$ cat src/rtl/mlb_defs.vh
// Purpose: constants for the multiplexed local bus strobe block
// Assumes: 100 MHz system clock, 20-bit cpu address
// Notes:   register offsets are byte addresses on the plain register port
`ifndef MLB_DEFS_VH
`define MLB_DEFS_VH
// =====================================================================
// register offsets
`define MLB_REG_MODE      4'h0
`define MLB_REG_WAIT      4'h1
`define MLB_REG_STATUS    4'h2
// =====================================================================
// mode register fields
`define MLB_MODE_EXP_LO   0
`define MLB_MODE_EXP_HI   1
`define MLB_MODE_RELOC    2
`define MLB_MODE_BUSTYPE  3
`define MLB_MODE_RESET    8'h00
// expansion mode codes
`define MLB_EXP_SINGLE    2'h0
`define MLB_EXP_256K      2'h1
`define MLB_EXP_1M        2'h2
// =====================================================================
// wait register fields
`define MLB_WAIT_LO       0
`define MLB_WAIT_HI       1
`define MLB_WAIT_RESET    8'h02
`define MLB_WAIT_EXT      2'h3
// =====================================================================
// address map
`define MLB_ROM_END_A     20'h17fff
`define MLB_ROM_END_B     20'h1ffff
`define MLB_INT_LO_BASE   20'h0df00
`define MLB_INT_LO_END    20'h0ffff
`define MLB_INT_HI_BASE   20'hfdf00
`define MLB_INT_HI_END    20'hfffff
`define MLB_XSFR_LO_BASE  20'h0ffd0
`define MLB_XSFR_LO_END   20'h0ffdf
`define MLB_XSFR_HI_BASE  20'hfffd0
`define MLB_XSFR_HI_END   20'hfffdf
`define MLB_MASK_256K     20'h3ffff
// =====================================================================
// timing
`define MLB_BASE_CYCLES   3'h3
`endif

$ cat src/rtl/mlb_map.v
// Purpose: decode a cpu address into internal or external space
// Assumes: 20-bit address, combinational
// Notes:   external sfr window always goes out in expansion mode
`timescale 1ns/1ns
`default_nettype none
`include "mlb_defs.vh"
module mlb_map (
	input  wire [19:0] i_addr,
	input  wire [1:0]  i_exp_mode,
	input  wire        i_reloc,
	input  wire        i_rom_big,
	output wire        o_external
);
	wire [19:0] rom_end;
	wire        in_rom;
	wire        in_int;
	wire        in_xsfr;
	wire        expanded;
	assign rom_end  = i_rom_big ? `MLB_ROM_END_B : `MLB_ROM_END_A;
	// internal rom sits at the bottom; with low map_relocate_instr ram/sfr cut out below 0ffffh
	assign in_rom   = (i_addr <= rom_end) &&
		!(!i_reloc && (i_addr >= `MLB_INT_LO_BASE) && (i_addr <= `MLB_INT_LO_END));
	// low or high placement of sfr and ram
	assign in_int   = i_reloc ?
		((i_addr >= `MLB_INT_HI_BASE) && (i_addr <= `MLB_INT_HI_END)) :
		((i_addr >= `MLB_INT_LO_BASE) && (i_addr <= `MLB_INT_LO_END));
	assign in_xsfr  = i_reloc ?
		((i_addr >= `MLB_XSFR_HI_BASE) && (i_addr <= `MLB_XSFR_HI_END)) :
		((i_addr >= `MLB_XSFR_LO_BASE) && (i_addr <= `MLB_XSFR_LO_END));
	assign expanded = (i_exp_mode == `MLB_EXP_256K) || (i_exp_mode == `MLB_EXP_1M);
	// in 256k or 1m expansion mode, anything else above rom end goes external
	assign o_external = expanded && ((!in_rom && !in_int) || in_xsfr);
endmodule
`default_nettype wire

$ cat src/rtl/mlb_top.v
// Purpose: multiplexed local bus strobe and pin sequencer
// Assumes: cpu request is a one-cycle pulse, held off while o_busy is high
// Notes:   separate bus type only recorded; sequencing is multiplexed
//
// Implementation choices: the register addresses and the address-and-strobe port.
`timescale 1ns/1ns
`default_nettype none
`include "mlb_defs.vh"
// How it works
// - read strobe low on external fetch/read
// - read strobe high on internal access
// - write strobe low only external writes
// - write strobe high on internal access
// - wait input sampled only when external
// - wait pin free as port otherwise
// - address strobe pulses on external access
// - address strobe low on internal access
// - drive address, write data; capture read
// - pins hold value on internal access
// - low map_relocate_instr: internal at 0ffffh top
// - high map_relocate_instr: internal at fffffh top
// - other space above rom goes external in 256k or 1m expansion mode
// - bus type bit resets to multiplexed
// - wait field: 0/1/2 waits or external
// - 256k mode masks upper address bits
module mlb_top (
	input  wire        i_clk_sys,
	input  wire        i_reset_n,
	input  wire [3:0]  i_reg_addr,
	input  wire [7:0]  i_reg_wdata,
	input  wire        i_reg_wr,
	input  wire        i_reg_rd,
	output reg  [7:0]  o_reg_rdata,
	input  wire        i_rom_big,
	input  wire        i_cpu_req,
	input  wire        i_cpu_write,
	input  wire [19:0] i_cpu_addr,
	input  wire [7:0]  i_cpu_wdata,
	output reg         o_busy,
	output reg         o_cpu_done,
	output reg         o_cpu_ext,
	output reg  [7:0]  o_cpu_rdata,
	output reg         o_rd_n,
	output reg         o_wr_n,
	output reg         o_addr_latch_strobe,
	input  wire        i_wait_n,
	output reg         o_wait_pin_is_port,
	output reg  [7:0]  o_mux_addr_data_low_out,
	output reg         o_mux_addr_data_low_oe,
	input  wire [7:0]  i_mux_addr_data_low_in,
	output reg  [7:0]  o_addr_mid_byte,
	output reg  [3:0]  o_addr_top_nibble
);
	// =================================================================
	// state codes
	localparam [4:0] ST_IDLE = 5'b00001;
	localparam [4:0] ST_ADDR = 5'b00010;
	localparam [4:0] ST_STRB = 5'b00100;
	localparam [4:0] ST_WAIT = 5'b01000;
	localparam [4:0] ST_LAST = 5'b10000;

	reg  [7:0]  mode_r;
	reg  [7:0]  wait_r;
	reg  [4:0]  state_r;
	reg  [4:0]  state_nxt;
	reg  [1:0]  wcnt_r;
	reg  [1:0]  wcnt_nxt;
	reg         write_r;
	reg  [7:0]  wdata_r;
	wire        ext_hit;
	wire [1:0]  wsel;
	wire [19:0] out_addr;
	wire        full_addr;
	wire [19:0] keep_mask;
	wire        sel_mode;
	wire        sel_wait;
	wire        sel_status;
	reg  [7:0]  rdata_nxt;
	reg         write_nxt;
	reg  [7:0]  wdata_nxt;
	reg         busy_nxt;
	reg         done_nxt;
	reg         ext_nxt;
	reg  [7:0]  cpu_rdata_nxt;
	reg         rd_n_nxt;
	reg         wr_n_nxt;
	reg         strobe_nxt;
	reg  [7:0]  ad_out_nxt;
	reg         ad_oe_nxt;
	reg  [7:0]  mid_nxt;
	reg  [3:0]  top_nxt;
	genvar      gb;

	assign wsel = {wait_r[`MLB_WAIT_HI], wait_r[`MLB_WAIT_LO]};

	mlb_map u_map (
		.i_addr     (i_cpu_addr),
		.i_exp_mode ({mode_r[`MLB_MODE_EXP_HI], mode_r[`MLB_MODE_EXP_LO]}),
		.i_reloc    (mode_r[`MLB_MODE_RELOC]),
		.i_rom_big  (i_rom_big),
		.o_external (ext_hit)
	);

	// upper bits cut unless 1m expansion
	assign full_addr = ({mode_r[`MLB_MODE_EXP_HI], mode_r[`MLB_MODE_EXP_LO]} == `MLB_EXP_1M);
	assign keep_mask = `MLB_MASK_256K;
	generate
		for (gb = 0; gb < 20; gb = gb + 1) begin : g_addr_mask
			assign out_addr[gb] = i_cpu_addr[gb] & (full_addr | keep_mask[gb]);
		end
	endgenerate

	// =================================================================
	// register port
	assign sel_mode   = (i_reg_addr == `MLB_REG_MODE);
	assign sel_wait   = (i_reg_addr == `MLB_REG_WAIT);
	assign sel_status = (i_reg_addr == `MLB_REG_STATUS);

	// read data stand one cycle, zero otherwise
	always @* begin
		rdata_nxt = 8'h00;
		if (i_reg_rd) begin
			if (sel_mode)
				rdata_nxt = mode_r;
			else if (sel_wait)
				rdata_nxt = wait_r;
			else if (sel_status)
				rdata_nxt = {3'h0, state_r};
		end
	end

	always @(posedge i_clk_sys or negedge i_reset_n) begin
		if (!i_reset_n) begin
			mode_r <= `MLB_MODE_RESET;
			wait_r <= `MLB_WAIT_RESET;
		end else begin
			if (i_reg_wr && sel_mode)
				mode_r <= {4'h0, i_reg_wdata[3:0]};
			if (i_reg_wr && sel_wait)
				wait_r <= {6'h00, i_reg_wdata[1:0]};
		end
	end

	always @(posedge i_clk_sys or negedge i_reset_n) begin
		if (!i_reset_n)
			o_reg_rdata <= 8'h00;
		else
			o_reg_rdata <= rdata_nxt;
	end

	// =================================================================
	// access sequencer
	always @* begin
		state_nxt = state_r;
		wcnt_nxt  = wcnt_r;
		case (state_r)
		ST_IDLE: begin
			if (i_cpu_req && ext_hit)
				state_nxt = ST_ADDR;
		end
		ST_ADDR: begin
			state_nxt = ST_STRB;
			wcnt_nxt  = (wsel == `MLB_WAIT_EXT) ? 2'h0 : wsel;
		end
		ST_STRB: begin
			if (wsel == `MLB_WAIT_EXT)
				state_nxt = ST_WAIT;
			else if (wcnt_r == 2'h0)
				state_nxt = ST_LAST;
			else
				wcnt_nxt = wcnt_r - 2'h1;
		end
		ST_WAIT: begin
			if (i_wait_n)
				state_nxt = ST_LAST;
		end
		ST_LAST: begin
			state_nxt = ST_IDLE;
		end
		default: begin
			state_nxt = ST_IDLE;
		end
		endcase
	end

	// =================================================================
	// sequencer registers
	always @(posedge i_clk_sys or negedge i_reset_n) begin
		if (!i_reset_n) begin
			state_r <= ST_IDLE;
			wcnt_r  <= 2'h0;
		end else begin
			state_r <= state_nxt;
			wcnt_r  <= wcnt_nxt;
		end
	end

	// =================================================================
	// pin and response next values
	always @* begin
		// everything except done holds unless the sequencer moves it; done defaults low
		write_nxt     = write_r;
		wdata_nxt     = wdata_r;
		busy_nxt      = o_busy;
		done_nxt      = 1'b0;
		ext_nxt       = o_cpu_ext;
		cpu_rdata_nxt = o_cpu_rdata;
		rd_n_nxt      = o_rd_n;
		wr_n_nxt      = o_wr_n;
		strobe_nxt    = o_addr_latch_strobe;
		ad_out_nxt    = o_mux_addr_data_low_out;
		ad_oe_nxt     = o_mux_addr_data_low_oe;
		mid_nxt       = o_addr_mid_byte;
		top_nxt       = o_addr_top_nibble;
		case (state_r)
		ST_IDLE: begin
			if (i_cpu_req && !ext_hit) begin
				// internal: strobes idle, pins hold
				done_nxt = 1'b1;
				ext_nxt  = 1'b0;
			end else if (i_cpu_req) begin
				busy_nxt   = 1'b1;
				write_nxt  = i_cpu_write;
				wdata_nxt  = i_cpu_wdata;
				strobe_nxt = 1'b1;
				ad_out_nxt = out_addr[7:0];
				ad_oe_nxt  = 1'b1;
				mid_nxt    = out_addr[15:8];
				top_nxt    = out_addr[19:16];
			end
		end

		ST_ADDR: begin
			strobe_nxt = 1'b0;
			if (write_r) begin
				wr_n_nxt   = 1'b0;
				ad_out_nxt = wdata_r;
			end else begin
				rd_n_nxt  = 1'b0;
				ad_oe_nxt = 1'b0;
			end
		end

		ST_LAST: begin
			rd_n_nxt  = 1'b1;
			wr_n_nxt  = 1'b1;
			busy_nxt  = 1'b0;
			done_nxt  = 1'b1;
			ext_nxt   = 1'b1;
			ad_oe_nxt = 1'b0;
			if (!write_r)
				cpu_rdata_nxt = i_mux_addr_data_low_in;
		end

		default: begin
			strobe_nxt = 1'b0;
		end
		endcase
	end

	// =================================================================
	// every pin and response straight from a flop
	always @(posedge i_clk_sys or negedge i_reset_n) begin
		if (!i_reset_n) begin
			write_r                 <= 1'b0;
			wdata_r                 <= 8'h00;
			o_busy                  <= 1'b0;
			o_cpu_done              <= 1'b0;
			o_cpu_ext               <= 1'b0;
			o_cpu_rdata             <= 8'h00;
			o_rd_n                  <= 1'b1;
			o_wr_n                  <= 1'b1;
			o_addr_latch_strobe     <= 1'b0;
			o_mux_addr_data_low_out <= 8'h00;
			o_mux_addr_data_low_oe  <= 1'b0;
			o_addr_mid_byte         <= 8'h00;
			o_addr_top_nibble       <= 4'h0;
		end else begin
			write_r                 <= write_nxt;
			wdata_r                 <= wdata_nxt;
			o_busy                  <= busy_nxt;
			o_cpu_done              <= done_nxt;
			o_cpu_ext               <= ext_nxt;
			o_cpu_rdata             <= cpu_rdata_nxt;
			o_rd_n                  <= rd_n_nxt;
			o_wr_n                  <= wr_n_nxt;
			o_addr_latch_strobe     <= strobe_nxt;
			o_mux_addr_data_low_out <= ad_out_nxt;
			o_mux_addr_data_low_oe  <= ad_oe_nxt;
			o_addr_mid_byte         <= mid_nxt;
			o_addr_top_nibble       <= top_nxt;
		end
	end

	// wait pin goes back to the port unless external wait is selected
	always @(posedge i_clk_sys or negedge i_reset_n) begin
		if (!i_reset_n)
			o_wait_pin_is_port <= 1'b1;
		else
			o_wait_pin_is_port <= (wsel != `MLB_WAIT_EXT);
	end
endmodule
`default_nettype wire

$ cat config.mk
export PLATFORM = sky130hd
export DESIGN_NAME = mlb_top
export DESIGN_NICKNAME = d
export VERILOG_FILES = /design/src/rtl/mlb_map.v /design/src/rtl/mlb_top.v
export VERILOG_INCLUDE_DIRS = /design/src /design/src/rtl
export SDC_FILE = /design/constraint.sdc
export NUM_CORES = 1
export LEC_CHECK = 0
export ABC_AREA = 1
export BUFFER_PORTS_ARGS = -buffer_cell sky130_fd_sc_hd__buf_2
export CAP_MARGIN = 20
export CORE_MARGIN = 3
export CORE_UTILIZATION = 50
export DETAILED_ROUTE_END_ITERATION = 7
export HOLD_SLACK_MARGIN = 0.02
export PLACE_DENSITY = 0.79
export SYNTH_ARGS = -nofsm -noshare
export SYNTH_HDL_FRONTEND = slang
export SYNTH_SLANG_ARGS = --single-unit
$ cat constraint.sdc
create_clock -name i_clk_sys -period 2 [get_ports i_clk_sys]
set_clock_uncertainty 0.1 [all_clocks]
set_input_delay 0.4 -clock i_clk_sys [delete_from_list [all_inputs] [get_ports i_clk_sys]]
set_output_delay 0.4 -clock i_clk_sys [all_outputs]
set_load 0.05 [all_outputs]
==> reports/metrics.yaml <==
crit_chain: "inv_2 > nor4_4 > and2_2 > nand3_4 > buf_4 > nand2_1 > o21ai_1"
met1_length_um: 2920
synth.most_common_cell: "nand2_1"
top_layer: "met4"
grt_pass1_vias: 2590
grt_pass1_wl_um: 11500
fp.dieH_um: 82.9
yosys-top-cells-area: "dfrtp_1 (49%), nand2_1 (15%), inv_1 (4.7%)"
dr.pass1.iters: 6
synth_area_um2: 2960
crit_fanout: 22
synth_top_area_cell: "dfrtp_1"
grt_overflow: 0
finalCriticalPeriod_ns: 1.87
seq_area_frac_synth_pct: 53.5
core_um2: 5610
p_total_mw: 5.35
critPathRequiredTime_ns: 2.13
num_io_pins: 100
h-tree-depth: 3
fmax_ghz: 0.534
fill_cells: 493
synth_common_cells: "nand2_1 (122), dfrtp_1 (58), inv_1 (37), nand3_1 (20), o21ai_0 (20)"
cts_tree: "done"
antenna-diode-count: 0
slowest_delay_ns: 0.56
post_cts_buffers: 0
rsz0062_at_grt: "false"
area_growth_pct: 27.3
hold_viol_final: 0
die-area_um2: 6870
p_leak_nw: 2.07
setup_violations: 0
crit_type: "register to register"
clk_pin_slew_ns: 0.07
maxCapViolations: 0
crit_family: "simple AND/OR/NAND/NOR gates"
portBuffers: 92
dpl-instance-area_um2: 3510
cts_sinks: 63
hold_class: "input pin to register"
drc: 0
cts_resized: 0
cts_buffer_depth: 2
ant_nets: 0
fin_crit_sh_pct: 93.7
synthSimpleGateAreaFrac_pct: 26.1
hpwl_um: 5070
cpMaxStageDelayCell: "dfstp_2"
nNetsFinal: 504
synth_xor_area_share_pct: 0
arrival_ns: 2.00
start_util_pct: 52.7
grt_antenna_before_repair: 0
synth_ff_type: "dfrtp_1"
synth_top_area_share_pct: 49.1
met2_length_um: 3350
ir_drop_v: 0.000906
synth-compound-area-share_pct: 7.53
routedWlPerCell_um: 13.0
end_kind: "register"
postSynthCellCount: 340
drive_above_1_share_pct: 32.7
yosys.area_share.adder_pct: 1.27
synth_top_family_by_area: "simple AND/OR/NAND/NOR gates"
drt_iter0_drc: 135
viasPerCell: 4.84
ys_types: 38
die_w_um: 82.9
tns_ns: 0
cts_root_buf: "clkbuf_8"
synth_mux_area_share_pct: 3.43
via_count: 2524
wl_met3_um: 403
ys.warnings.count: 0
ys_async_sr_fraction_pct: 100
run_status: "finished, final reports clean"
track_usage_pct: 20.6
startpoint_type: "register"
gp_congestion: 0.777
clk_latency_ns: 0.34
cts_buffers: 9
utilization_pct: 67.1
synth-edff-count: 0
stdcell_area_um2: 3760
grt_max_degree: 29
crit_buf_inv: 2
hold_ws_ns: 0.152
p_per_area_nw_per_um2: 1420
synth_seq_cells: 63
final_max_slew_viol_count: 0
syn_avg_cell_area_um2: 8.70
routed_wl_um: 6780
rows: 27
## final timing paths
kind                                                   end  slack (ns)                  startpoint  cells past startpoint
worst max-delay path                  o_addr_top_nibble[2]        0.13                  state_r[0]                      7
max in group asynchronous               o_wait_pin_is_port        0.79                   i_reset_n                      3
min in group asynchronous                       state_r[4]        0.43                   i_reset_n                      2
worst max register to register        o_addr_top_nibble[2]        0.13                  state_r[0]                      7
worst min-delay path                            wdata_r[2]        0.15              i_cpu_wdata[2]                      3
worst min register to register  o_mux_addr_data_low_out[1]        0.37  o_mux_addr_data_low_out[1]                      2
## layout by cell type (no fill, tap or decap), types with 7 or more instances in the layout
master	n
buf_2	92
buf_4	7
clkbuf_8	10
dfrtp_1	58
inv_1	37
mux2_2	9
nand2_1	122
nand3_1	20
nor2_1	15
o21ai_0	20
o21ai_1	7
## registers in the layout, summed over array words and instances, names as in the netlist, 2 cells and up
name                     flops
state_r                      5
o_cpu_rdata                  8
wcnt_r                       2
mode_r                       4
o_addr_mid_byte              8
o_addr_top_nibble            4
o_mux_addr_data_low_out      8
wait_r                       2
o_reg_rdata                  5
wdata_r                      8
## through the flow
step | std cells | setup slack [ns]
final | 522 | 0.126
after global routing | 522 | 0.0121
after CTS | 522 | 0.107
after floorplan | 342 | 0.298
after global placement | 505 | 0.0724
after detailed placement | 505 | 0.0620
## timing repair
action / CTS / global route
hold buffers: 1 / 0
endpoints found under the setup margin: 0 / 0
endpoints found under the hold margin: 15 / 0
## report_power, final
part / internal, mW / switching, mW
Sequential: 1.67 / 0.204
Combinational: 0.535 / 1.58
Clock: 0.857 / 0.501
## layer usage
layer / global-route usage (%) / up-vias
met5: 0 / -
met4: 8.62 / 0
met3: 4.17 / 12
met2: 35.0 / 76
met1: 25.6 / 1154
li1: - / 1282
## worst reg2reg max path, delay by kind of cell, from the launching register on
kind,cells,cell delay (ns)
AND/OR/NAND/NOR,4,0.75
buffers and inverters,2,0.28
flip-flops,1,0.56
AO/OA/AOI/OAI,1,0.06
## cell type report
type	count	area, um^2	share of cell area (%)
Clock buffer	10	138	3.66
Timing Repair Buffer	101	543	14.4
Inverter	40	156	4.16
Clock inverter	6	108	2.86
Tap cell	72	90.1	2.39
Multi-Input combinational cell	230	1140	30.4
Sequential cell	63	1580	42.1
## logic make-up after synthesis
logic type / count (synthesis)
simple gates: 177
other cells: 1
compound gates: 38
flops: 63
buf+inv: 49
fa+ha+maj: 3
mux: 9
Note: power is estimated with default switching activity, not from simulation.
